## src/rtl/ocft_pkg.sv

```systemverilog
`default_nettype none
package ocft_pkg;
	// Clock and timing
	localparam int unsigned CLK_HZ          = 40_000_000;
	localparam int unsigned HICCUP_MS       = 20;
	localparam int unsigned HICCUP_CYCLES   = CLK_HZ / 1000 * HICCUP_MS;
	localparam int unsigned SAMPLE_NS       = 75;
	localparam int unsigned SAMPLE_CYCLES_R = SAMPLE_NS * CLK_HZ / 1_000_000_000;
	localparam int unsigned SAMPLE_CYCLES   =
		(SAMPLE_CYCLES_R < 1) ? 1 : SAMPLE_CYCLES_R;

	// Over-current counts
	localparam logic [3:0] OC_TOTAL_DEF   = 4'h8;
	localparam logic [1:0] OC_STEP_RUN    = 2'h3;
	localparam logic [2:0] OC_RECOVER_RUN = 3'h4;

	// Default current threshold in 1/4 A codes (30 A)
	localparam logic [7:0] OC_LIMIT_DEF = 8'h78;

	// Temperature: byte value plus offset gives degrees C
	localparam logic [7:0] TEMP_OFFSET_C = 8'h28;
	localparam logic [7:0] OT_LIMIT_DEF  = 8'h7d;
	localparam logic [7:0] OT_HYST_C     = 8'h19;
	localparam logic [7:0] TEMP_RES_C    = 8'h0a;

	// Duty cap levels, coded as eighths of the period
	localparam logic [3:0] DUTY_NOMINAL = 4'h8;
	localparam logic [3:0] DUTY_HALF    = 4'h4;
	localparam logic [3:0] DUTY_QUARTER = 4'h2;
	localparam logic [3:0] DUTY_EIGHTH  = 4'h1;

	typedef enum logic [1:0] {
		OCFT_OC_LATCH,
		OCFT_OC_HICCUP,
		OCFT_OC_CONST
	} ocft_oc_resp_t;

	typedef enum logic [1:0] {
		OCFT_OT_IGNORE,
		OCFT_OT_RESTART,
		OCFT_OT_LATCH
	} ocft_ot_resp_t;

	typedef struct packed {
		logic [7:0]    oc_limit;
		logic [7:0]    oc_warn_limit;
		logic [3:0]    oc_total_max;
		ocft_oc_resp_t oc_resp;
		logic [7:0]    ot_limit;
		ocft_ot_resp_t ot_resp;
	} ocft_cfg_t;

	typedef struct packed {
		logic       conv_en;
		logic       hiccup;
		logic       oc_latched;
		logic       ot_fault;
		logic       ot_latched;
		logic       oc_warn;
		logic [3:0] duty_cap;
	} ocft_stat_t;
endpackage
`default_nettype wire

```

## src/rtl/ocft_top.sv

```systemverilog
// Behaviour
// - Default: eight cumulative comparator-trip cycles start a hiccup.
// - Hiccup holds conversion enable low for 20 ms before restart.
// - After hiccup, clear trip state and restart; repeat while overload lasts.
// - Host programs the over-current threshold; any code accepted. Here cfg_i.oc_limit drives nothing.
// - Response selector picks latched shutdown or hiccup after eight cycles.
// - Trip while duty already below one eighth adds no duty limiting.
// - Constant-current mode caps duty 1/2, 1/4, 1/8 per three trips.
// - At one-eighth cap, keep switching until total reaches max, then hiccup.
// - Four clean cycles in a row double the cap back toward nominal.
// - Current telemetry byte saturates at full scale instead of wrapping.
// - Trip detection uses only the comparator, never the telemetry code.
// - Warning compares digitized current with threshold.
// - Management-bus temperature readout has 10 degree resolution.
// - Temperature byte is one-degree steps offset by forty degrees.
// - Over-temperature threshold resets to 125 C and is host writable.
// - Default over-temperature response drops conversion enable.
// - Auto restart only after falling 25 degrees below the threshold.
// - Over-temperature response: ignore, auto restart, or latched shutdown.
// - Sample comparator 75 ns after rising edge of the set pulse.
// - Current byte reports average current in quarter-amp steps.
`timescale 1ns/1ps
`default_nettype none

module ocft_top #(
	parameter int unsigned HICCUP_LEN = ocft_pkg::HICCUP_CYCLES
) (
	input  wire logic              clock_i,
	input  wire logic              rst_n_i,
	input  wire logic              enable_i,
	input  wire logic              op_on_i,
	input  wire ocft_pkg::ocft_cfg_t cfg_i,
	input  wire logic              set_pulse_i,
	input  wire logic              overcurrent_trip_i,
	input  wire logic [3:0]        duty_now_i,
	input  wire logic [9:0]        iout_raw_i,
	input  wire logic [7:0]        temp_c_i,
	output logic                   conv_en_o,
	output logic [3:0]             duty_cap_o,
	output logic [7:0]             output_current_byte_o,
	output logic [7:0]             die_temperature_byte_o,
	output logic [7:0]             temp_read_o,
	output ocft_pkg::ocft_stat_t   status_o
);

	// ------------------------------------------------------------
	// Helpers
	// ------------------------------------------------------------
	function automatic logic [3:0] cap_down(input logic [3:0] c);
		cap_down = (c > ocft_pkg::DUTY_EIGHTH) ? (c >> 1) : c;
	endfunction

	function automatic logic [3:0] cap_up(input logic [3:0] c);
		cap_up = (c < ocft_pkg::DUTY_NOMINAL) ? (c << 1) : c;
	endfunction

	logic [7:0] cyc_c;
	assign cyc_c = 8'(ocft_pkg::SAMPLE_CYCLES);

	// Rising edge of a level seen against its registered copy
	function automatic logic rise(input logic now, input logic was);
		rise = now && !was;
	endfunction

	// ------------------------------------------------------------
	// Latch release
	// ------------------------------------------------------------
	// Off-then-on command and enable edges release latches. The copies
	// reset high so a level already high at release is no fresh edge.
	logic       enable_q;
	logic       op_on_q;
	logic       rearm;
	assign rearm = rise(enable_i, enable_q) || rise(op_on_i, op_on_q);

	always_ff @(posedge clock_i) begin
		if (!rst_n_i) begin
			enable_q <= 1'b1;
		end else begin
			enable_q <= enable_i;
		end
	end

	always_ff @(posedge clock_i) begin
		if (!rst_n_i) begin
			op_on_q <= 1'b1;
		end else begin
			op_on_q <= op_on_i;
		end
	end

	// ------------------------------------------------------------
	// Comparator sampling window
	// ------------------------------------------------------------
	// Counts from the set pulse rising edge so switching noise near
	// the edge is skipped; only the comparator is used, never the ADC.
	logic       set_q;
	logic [7:0] win_q;
	logic       sample;
	logic       trip_cyc;

	// Set pulse idles low, so a low reset value gives no false edge
	always_ff @(posedge clock_i) begin
		if (!rst_n_i) begin
			set_q <= 1'b0;
		end else begin
			set_q <= set_pulse_i;
		end
	end

	always_ff @(posedge clock_i) begin
		if (!rst_n_i) begin
			win_q <= 8'h00;
		end else begin
			if (rise(set_pulse_i, set_q)) begin
				win_q <= cyc_c;
			end else if (win_q != 8'h00) begin
				win_q <= win_q - 8'h01;
			end
		end
	end

	assign sample   = (win_q == 8'h01);
	assign trip_cyc = sample && overcurrent_trip_i;

	// ------------------------------------------------------------
	// Over-current sequencer
	// ------------------------------------------------------------
	typedef enum logic [1:0] {
		OC_RUN,
		OC_HICCUP,
		OC_LATCHED
	} ocft_oc_state_t;

	ocft_oc_state_t oc_state_q;
	logic [3:0]     total_q;
	logic [1:0]     run_q;
	logic [2:0]     clean_q;
	logic [3:0]     cap_q;
	logic [31:0]    hic_q;
	logic           total_hit;
	logic           step_en;

	assign total_hit = trip_cyc &&
		(total_q + 4'h1 >= cfg_i.oc_total_max);
	// Stepping only in constant-current mode and while duty is
	// not already at or below one eighth
	assign step_en = (cfg_i.oc_resp == ocft_pkg::OCFT_OC_CONST) &&
		(duty_now_i > ocft_pkg::DUTY_EIGHTH);

	always_ff @(posedge clock_i) begin
		if (!rst_n_i) begin
			oc_state_q <= OC_RUN;
			total_q    <= 4'h0;
			run_q      <= 2'h0;
			clean_q    <= 3'h0;
			cap_q      <= ocft_pkg::DUTY_NOMINAL;
			hic_q      <= 32'h0;
		end else begin
			case (oc_state_q)
			OC_RUN: begin
				if (total_hit) begin
					total_q <= 4'h0;
					run_q   <= 2'h0;
					clean_q <= 3'h0;
					if (cfg_i.oc_resp == ocft_pkg::OCFT_OC_LATCH) begin
						oc_state_q <= OC_LATCHED;
					end else begin
						oc_state_q <= OC_HICCUP;
						hic_q      <= 32'(HICCUP_LEN);
					end
				end else if (trip_cyc) begin
					total_q <= total_q + 4'h1;
					clean_q <= 3'h0;
					if (step_en && run_q + 2'h1 == ocft_pkg::OC_STEP_RUN) begin
						run_q <= 2'h0;
						cap_q <= cap_down(cap_q);
					end else begin
						run_q <= run_q + 2'h1;
					end
				end else if (sample) begin
					run_q <= 2'h0;
					if (clean_q + 3'h1 == ocft_pkg::OC_RECOVER_RUN) begin
						clean_q <= 3'h0;
						cap_q   <= cap_up(cap_q);
					end else begin
						clean_q <= clean_q + 3'h1;
					end
				end
			end
			OC_HICCUP: begin
				if (hic_q <= 32'h1) begin
					// Fresh start: counts and cap cleared
					oc_state_q <= OC_RUN;
					cap_q      <= ocft_pkg::DUTY_NOMINAL;
				end else begin
					hic_q <= hic_q - 32'h1;
				end
			end
			OC_LATCHED: begin
				if (rearm) begin
					oc_state_q <= OC_RUN;
					cap_q      <= ocft_pkg::DUTY_NOMINAL;
				end
			end
			default: oc_state_q <= OC_RUN;
			endcase
		end
	end

	// ------------------------------------------------------------
	// Over-temperature
	// ------------------------------------------------------------
	logic [7:0] temp_c_q;
	logic       ot_fault_q;
	logic       ot_latch_q;
	logic [8:0] ot_low;
	logic       ot_over;

	// A limit below the hysteresis band borrows; then any reading not over the limit clears
	assign ot_low  = {1'b0, cfg_i.ot_limit} - {1'b0, ocft_pkg::OT_HYST_C};
	assign ot_over = temp_c_q > cfg_i.ot_limit;

	always_ff @(posedge clock_i) begin
		if (!rst_n_i) begin
			temp_c_q <= 8'h00;
		end else begin
			temp_c_q <= temp_c_i;
		end
	end

	always_ff @(posedge clock_i) begin
		if (!rst_n_i) begin
			ot_fault_q <= 1'b0;
		end else begin
			if (ot_over) begin
				ot_fault_q <= 1'b1;
			end else if (ot_low[8] || {1'b0, temp_c_q} <= ot_low) begin
				ot_fault_q <= 1'b0;
			end
		end
	end

	// A fresh trip wins over a release in the same cycle
	always_ff @(posedge clock_i) begin
		if (!rst_n_i) begin
			ot_latch_q <= 1'b0;
		end else begin
			if (ot_over && cfg_i.ot_resp == ocft_pkg::OCFT_OT_LATCH) begin
				ot_latch_q <= 1'b1;
			end else if (rearm) begin
				ot_latch_q <= 1'b0;
			end
		end
	end

	// ------------------------------------------------------------
	// Outputs and telemetry
	// ------------------------------------------------------------
	// Ignore mode never stops conversion; restart mode follows the
	// live fault, latched mode the latch
	logic ot_block;
	assign ot_block = ot_latch_q ||
		(ot_fault_q && cfg_i.ot_resp == ocft_pkg::OCFT_OT_RESTART);

	// One term feeds the pin and its status copy, so they never differ
	logic run_ok;
	assign run_ok = enable_i && (oc_state_q == OC_RUN) && !ot_block;

	logic [7:0] iout_byte;
	// Raw code is in 1/16 A; dropping two bits gives 1/4 A, clamped
	assign iout_byte = (iout_raw_i[9:2] > 8'hfe) ? 8'hff
		: iout_raw_i[9:2];

	logic [7:0] t_byte;
	assign t_byte = (temp_c_q < ocft_pkg::TEMP_OFFSET_C) ? 8'h00
		: temp_c_q - ocft_pkg::TEMP_OFFSET_C;

	logic [7:0] t_tens;
	assign t_tens = temp_c_q - (temp_c_q % ocft_pkg::TEMP_RES_C);

	// ------------------------------------------------------------
	// Enable and duty cap
	// ------------------------------------------------------------
	always_ff @(posedge clock_i) begin
		if (!rst_n_i) begin
			conv_en_o  <= 1'b0;
			duty_cap_o <= ocft_pkg::DUTY_NOMINAL;
		end else begin
			conv_en_o  <= run_ok;
			duty_cap_o <= cap_q;
		end
	end

	// ------------------------------------------------------------
	// Telemetry bytes
	// ------------------------------------------------------------
	always_ff @(posedge clock_i) begin
		if (!rst_n_i) begin
			output_current_byte_o  <= 8'h00;
			die_temperature_byte_o <= 8'h00;
			temp_read_o            <= 8'h00;
		end else begin
			output_current_byte_o  <= iout_byte;
			die_temperature_byte_o <= t_byte;
			temp_read_o            <= t_tens;
		end
	end

	// ------------------------------------------------------------
	// Status flags
	// ------------------------------------------------------------
	always_ff @(posedge clock_i) begin
		if (!rst_n_i) begin
			status_o <= '0;
		end else begin
			status_o.conv_en    <= run_ok;
			status_o.hiccup     <= oc_state_q == OC_HICCUP;
			status_o.oc_latched <= oc_state_q == OC_LATCHED;
			status_o.ot_fault   <= ot_fault_q;
			status_o.ot_latched <= ot_latch_q;
			status_o.oc_warn    <= iout_byte >= cfg_i.oc_warn_limit;
			status_o.duty_cap   <= cap_q;
		end
	end

	// Threshold is not passed on; it only feeds the otherwise unused unused_limit
	logic [7:0] unused_limit;
	assign unused_limit = cfg_i.oc_limit;

endmodule

`default_nettype wire

```

## config.mk

```make
export PLATFORM = sky130hd
export DESIGN_NAME = ocft_top
export DESIGN_NICKNAME = d
export VERILOG_FILES = /design/src/rtl/ocft_pkg.sv /design/src/rtl/ocft_top.sv
export SDC_FILE = /design/constraint.sdc
export NUM_CORES = 1
export LEC_CHECK = 0
export BUFFER_PORTS_ARGS = -buffer_cell sky130_fd_sc_hd__buf_2
export CAP_MARGIN = 20
export CORE_MARGIN = 2
export CORE_UTILIZATION = 45
export DETAILED_ROUTE_END_ITERATION = 6
export HOLD_SLACK_MARGIN = 0.1
export PLACE_DENSITY = 0.69
export SLEW_MARGIN = 40
export SYNTH_ARGS = -nofsm -noshare
export SYNTH_HDL_FRONTEND = slang
export SYNTH_SLANG_ARGS = --single-unit
```

## constraint.sdc

```tcl
create_clock -name clock_i -period 4.4 [get_ports clock_i]
set_input_delay 0.44 -clock clock_i [delete_from_list [all_inputs] [get_ports clock_i]]
set_output_delay 0.44 -clock clock_i [all_outputs]
set_load 0.005 [all_outputs]
```

==> results of run 1 <==
## logic make-up after synthesis
kind of cell | count (synthesis) | synth area share
flip-flops | 102 | 0.347
XOR/XNOR | 29 | 0.0431
AO/OA/AOI/OAI | 171 | 0.186
other | 1 | 0.000636
AND/OR/NAND/NOR | 261 | 0.244
multiplexers | 7 | 0.0125
buffers and inverters | 79 | 0.0573
adder cells (fa/ha/maj) | 52 | 0.110
## worst max path at each step
stage,to,slack (ns),depth (start not counted)
floorplan,temp_read_o[7],0.02,20
global placement,temp_read_o[7],0.18,18
detailed placement,temp_read_o[7],0.004,16
CTS,temp_read_o[7],0.009,18
global route,temp_read_o[7],-0.003,19
finish,temp_read_o[7],0.28,19
## stage by stage
step / hold WS, ns / setup WS, ns / cell area [um2]
global route: 0.280 / -0.00261 / 6940
finish: 0.286 / 0.284 / 6940
global placement: 0.401 / 0.184 / 6590
CTS: 0.277 / 0.00899 / 6910
floorplan: 0.389 / 0.0235 / 5910
detailed placement: 0.405 / 0.00407 / 6600
## registers in the layout, summed over array words and instances, names as in the netlist, 7 cells and up
register                cells
die_temperature_byte_o      8
hic_q                      32
output_current_byte_o       8
status_o                    7
temp_c_q                    8
temp_read_o                 7
win_q                       8
## timing repair
| action | 4_1_cts | 5_1_grt |
|---|---|---|
| endpoints found under the hold margin | 0 | 0 |
| gates resized for setup | 1 | 13 |
| setup endpoints to repair | 1 | 3 |
## layout make-up
cell class                 instances  area, um2  area share
multi-input combinational        521       3560       0.512
sequential                       102       2040       0.295
clock inverter                     7       87.6      0.0126
clock buffer                       9        225      0.0324
timing repair buffer             115        648      0.0934
inverter                          44        165      0.0238
tap                              172        215      0.0310
## routing by layer
metal,up-vias,part of all wire,global-route usage
li1,2695,-,-
met1,2525,0.43,0.234
met2,126,0.51,0.362
met3,27,0.045,0.0497
met4,0,0.021,0.0796
met5,-,0,0
## synth_stat cells, drive strengths merged, types with 3 or more instances
library cell and n:
clkbuf 21, nor4 8, a31oi 6, nand3 13, a21o 9, a22oi 4
and2 26, dfxtp 102, or2 4, or3 21, or4 17, nor3 23
a32o 4, o22ai 3, a211oi 3, a32oi 4, nor2b 9, ha 51
nand2b 16, mux2i 4, a21oi 54, o31ai 15, nor2 54, o21a 8
buf 13, and3 5, nor3b 3, o21ai 38, xnor2 15, mux2 3
xor2 14, nand2 43, inv 43, nand4 11, a21boi 3
## cells in the final DEF, fill, tap and decap left out, drive strengths merged, types with 6 or more instances in the layout
| master | n |
|---|---|
| buf | 115 |
| dfxtp | 102 |
| a21oi | 54 |
| nor2 | 54 |
| ha | 51 |
| inv | 46 |
| nand2 | 43 |
| o21ai | 38 |
| and2 | 26 |
| nor3 | 23 |
| or3 | 21 |
| or4 | 17 |
| nand2b | 16 |
| xnor2 | 15 |
| o31ai | 15 |
| xor2 | 14 |
| nand3 | 13 |
| nand4 | 11 |
| a21o | 9 |
| clkbuf | 9 |
| nor2b | 9 |
| o21a | 8 |
| nor4 | 8 |
| a31oi | 6 |
## critical path: cells and delay by family, from the launching register on
kind / cells / cell delay (ns)
adder cells (fa/ha/maj): 2 / 0.52
XOR/XNOR: 1 / 0.16
flip-flops: 1 / 0.34
multiplexers: 1 / 0.19
buffers and inverters: 1 / 0.06
AO/OA/AOI/OAI: 9 / 1.47
AND/OR/NAND/NOR: 5 / 1.30
## power by group through the flow
stage | registers [mW] | clock network (mW) | logic, mW
6_report | 1.13 | 0.834 | 1.06
5_1_grt | 1.14 | 0.889 | 1.20
4_1_cts | 1.12 | 0.853 | 1.06
3_5_place_dp | 1.15 | 0 | 1.05
3_3_place_gp | 1.14 | 0 | 1.01
2_1_floorplan | 1.13 | 0 | 0.797
==> qor.yml, run 1 <==
hold_depth: 2
fin_worst_skew_ns: 0.00722
worstPathRequired_ns: 4.69
via_per_inst: 5.54
criticalPathCategory: "register to register"
timing.slew.headroom: 0.372
ir_worst_vdd_v: 0.000214
ys_ff_latch: 102
max_freq_mhz: 243
finalWirelength_mm: 14.1
fin_crit_sh: 0.936
htree_levels: 3
routedWlPerCell_um: 14.5
syn-num-nets: 813
fin_nets: 904
initial_core_util: 0.463
ff2ff_setup_slack_ns: 0.28
clkPwrFrac: 0.276
arrival_ns: 4.41
crit_chain: "inv_1 -> ha_2 -> or3_1 -> a32oi_2 -> a21boi_2 -> or3_1 -> o31ai_4 -> nor2_1 -> a21o_1 -> or3_1 -> ha_1 -> xor2_1 -> o21ai_1 -> a21boi_1 -> o21ai_1 -> nand2_1 -> a21o_1 -> a21oi_1 -> mux2i_1"
worst_pin_slew_ns: 0.935
cts.sinks: 102
status: "finished, final reports clean"
yosys_warnings: 0
r2r-start: "temp_c_q[3]"
powerDensity_mw_per_mm2: 435
cp_max_fo: 7
worst_r2r_path_depth: 19
hold_viol: 0
grt_max_degree: 35
grt_pass1_wl_mm: 23.7
area_growth_pct: 17.8
crit_slowest_cell: "or3_1"
synth_edf_count: 0
cts_tree: "built"
grt_pass1_vias: 5250
cp-startpoint: "temp_c_q[3]"
nFillCells: 1190
place.gp.congestion: 0.903
root_buffer: "clkbuf_16"
ys_seq_area_frac: 0.347
synth_area_leader_cell: "dfxtp_1"
setup_viol: 0
synth-async-reset-ratio: 0
cts_setup_buffers: 0
dr.pass1.iters: 4
finalNonFillerCells: 970
setup_tns_ns: 0
overflow: 0
hp-start: "temp_c_i[3]"
ys.flop_type: "dfxtp_1"
grt_usage: 0.204
combinationalPowerShare: 0.351
p_sw_frac: 0.359
drv_slew: 0
slowest_delay_ns: 0.40
route.detailed.drc: 0
reg2reg_to: "temp_read_o[7]"
synth_area_mm2: 0.00589
dieArea_mm2: 0.0140
placedCellCount: 954
initialDrtViolationCount: 271
ios: 99
power_switching_mw: 1.09
start_kind: "register"
ant_nets: 0
yosys.cell_types.count: 70
layout-drive-gt1-share: 0.206
internal-power_mw: 1.94
leakagePower_nw: 3.12
hold_buffers: 0
synthCells: 702
fp.dieH_um: 118
holdPathEnd: "temp_c_q[3]"
worstHoldPathType: "input pin to register"
antenna_cells: 0
synth_area_leaders: "dfxtp_1, ha_1, a21oi_1"
p_seq_frac: 0.373
cpMostUsedCell: "or3_1"
avgSynthCellArea_um2: 8.39
clock_latency_ns: 0.36
fin_crit_ns: 4.12
die_w_um: 118
antenna_found_initial: 0
vias: 5373
io_buffers: 86
numCtsBuffers: 9
clock_path_buffers: 2
fp.coreArea_mm2: 0.0127
end_kind: "register"
p_total_mw: 3.02
cap_violations: 0
finalCoreUtilization: 0.546
num_rows: 41
cts.clk_slew.worst_paths_ns: 0.07
place_hpwl_mm: 10.5
synth_top_cell_area_share: 0.347
(Power assumes the default switching activity.)
==> run 2: changes to the inputs <==
==> constraint.sdc (replaced) <==
create_clock -name clock_i -period 3.7 [get_ports clock_i]
set_input_delay 0.37 -clock clock_i [delete_from_list [all_inputs] [get_ports clock_i]]
set_output_delay 0.37 -clock clock_i [all_outputs]
set_load 0.005 [all_outputs]
==> run 2 against run 1 <==
  * The run now ends with negative setup slack left
  * Die area stayed put
  * Register-to-register slack worse by 0.45 ns
  * Combinational power rose by 36%
  * Largest cell class unchanged
  * Largest power group is now combinational logic
==> qor.yml, run 2 (synthesis results as in run 1) <==
grt_usage: 0.225  # +0.0215
crit_chain: "ha_2 -> or3_4 -> a32oi_2 -> a21boi_2 -> or3_4 -> o31ai_4 -> nor2_2 -> a21o_1 -> or3_4 -> ha_4 -> xor2_2 -> o21ai_2 -> a21boi_2 -> o21ai_1 -> nand2_1 -> a21o_1 -> a21oi_2 -> mux2i_1"
top_register: "hic_q"
holdPathEnd: "temp_c_q[5]"
path_delay_family: "compound AO/OA/AOI/OAI gates"
cpMostUsedCell: "or3_4"
place_hpwl_mm: 11.6  # +9.6%
ant_nets: 0  # unchanged
slowest_delay_ns: 0.38  # -0.02 ns
grt_pass1_wl_mm: 26.2  # +10%
io_buffers: 86  # unchanged
final_area_mm2: 0.00743  # +7.0%
via_per_inst: 5.51  # -0.56%
crit_slowest_cell: "or3_4"
ff_latch_area_mm2: 0.00205  # +0.12%
overflow: 0  # unchanged
route.detailed.drc: 0  # unchanged
layout-drive-gt1-share: 0.281  # +0.0753
cp_max_fo: 4  # -3
worstHoldPathType: "input pin to register"
violations: "negative setup slack"
numCtsBuffers: 9  # unchanged
mostFrequentLayoutCell: "dfxtp_1"
largest_reg_flops: 32  # unchanged
antenna_cells: 0  # unchanged
clock_path_buffers: 2  # unchanged
dieArea_mm2: 0.0140  # unchanged
criticalPathCategory: "register to register"
htree_levels: 3  # unchanged
initialDrtViolationCount: 377  # +39%
end_kind: "register"
place_ws_ns: -0.382  # -0.387 ns
dr.pass1.iters: 5  # +1
antenna_found_initial: 0  # unchanged
grt_pass1_vias: 5692  # +8.4%
r2r-start: "temp_c_q[3]"
cp_num_cells: 18  # -1
place_area_mm2: 0.00687  # +4.2%
hold_viol: 0  # unchanged
ios: 99  # unchanged
num_rows: 41  # unchanged
setup_viol: 4  # +4
cts_tree: "built"
drv_slew: 0  # unchanged
cts.sinks: 102  # unchanged
area_growth_pct: 26.1
fin_nets: 943  # +4.3%
fin_crit_sh: 1.04  # +0.109
start_kind: "register"
rsz0062_at_grt: "true"
critPathBufInv: 0  # -1
timing.slew.headroom: 0.529  # +0.157
reg2reg_to: "temp_read_o[7]"
placedCellCount: 986  # +3.4%
worstPathRequired_ns: 3.99  # -0.70 ns
root_buffer: "clkbuf_16"
cap_violations: 0  # unchanged
cts.clk_slew.worst_paths_ns: 0.07  # about the same
initial_core_util: 0.463  # unchanged
final.setup.worst_slack_ns: -0.165  # -0.448 ns
die_w_um: 118  # unchanged
fp.dieH_um: 118  # unchanged
powerDensity_mw_per_mm2: 500  # +15%
place.gp.congestion: 0.887  # -1.8%
fin_crit_ns: 3.86  # -0.252 ns
hold_buffers: 0  # unchanged
worst_pin_slew_ns: 0.697  # -0.238 ns
finalWirelength_mm: 15.5  # +10%
most-common-layout-cells: "dfxtp_1, buf_2, buf_4, nor2_1, a21oi_1"
routedWlPerCell_um: 15.4  # +5.9%
max_freq_mhz: 259  # +6.5%
finalNonFillerCells: 1009  # +4.0%
grt_max_degree: 35  # unchanged
arrival_ns: 4.15  # -0.26 ns
ir_worst_vdd_v: 0.000330  # +54%
hp-start: "temp_c_i[5]"
hold_depth: 2  # unchanged
nFillCells: 1177  # -1.1%
status: "finished, violations left"
fin_worst_skew_ns: 0.00832  # +0.00110 ns
worst_r2r_path_depth: 18  # -1
fp.coreArea_mm2: 0.0127  # unchanged
leakagePower_nw: 3.36  # +7.7%
clock_latency_ns: 0.36  # about the same
vias: 5558  # +3.4%
p_total_mw: 3.72  # +23%
ff2ff_setup_slack_ns: -0.16  # -0.45 ns
multi_input_area_mm2: 0.00375  # +5.5%
==> run 2: changes by cell type in the layout (fill, tap and decap cells not counted), moves of 3 or more <==
cell     before  now
a21oi_1      54   50
a21oi_2       0    4
buf_4        29   66
o21ai_0      36   31
o21ai_2       0    3
or3_1        17   14
or3_4         0    3
==> run 2: cell type report <==
type                       instances  area share
timing repair buffer             154       0.128
clock buffer                      10      0.0322
clock inverter                     6     0.00741
tap                              172      0.0290
sequential                       102       0.276
multi-input combinational        521       0.505
inverter                          44      0.0229
==> run 2: how the worst max path moves through the flow <==
stage                           start        endpoint  slack, ns
after CTS                 temp_c_q[4]  temp_read_o[7]      -0.12
final                     temp_c_q[3]  temp_read_o[7]      -0.16
after floorplan           temp_c_q[3]  temp_read_o[7]      -0.36
after global routing      temp_c_q[3]  temp_read_o[7]      -0.32
after global placement    temp_c_q[3]  temp_read_o[7]      -0.27
after detailed placement  temp_c_q[3]  temp_read_o[7]      -0.38
==> run 2: routing by layer <==
metal | GRT usage | vias up | routed length (um)
met1 | 0.248 | 2651 | 6450
met2 | 0.428 | 118 | 8280
met5 | 0 | - | 0
met4 | 0.0729 | 0 | 282
met3 | 0.0454 | 24 | 512
li1 | - | 2765 | -
==> run 2: per-stage QoR <==
stage	util	setup TNS, ns	hold WS, ns
global placement	0.540	-0.815	0.398
CTS	0.571	-0.239	0.210
detailed placement	0.540	-1.27	0.418
floorplan	-	-0.517	0.389
global route	0.584	-1.00	0.209
finish	0.584	-0.300	0.218
==> run 2: timing repair <==
| item | CTS | global route |
|---|---|---|
| gates resized for setup | 16 | 34 |
| endpoints found under the hold margin | 0 | 0 |
| endpoints found under the setup margin | 5 | 5 |
| buffers inserted | 4 | 3 |
| pin swaps | 13 | 20 |
==> run 2: report_power, final <==
| part | total [mW] | switching (mW) | internal [mW] | leakage [nW] |
|---|---|---|---|---|
| sequential | 1.34 | 0.110 | 1.23 | 0.834 |
| combinational | 1.44 | 0.792 | 0.645 | 2.38 |
| clock | 0.939 | 0.453 | 0.486 | 0.142 |
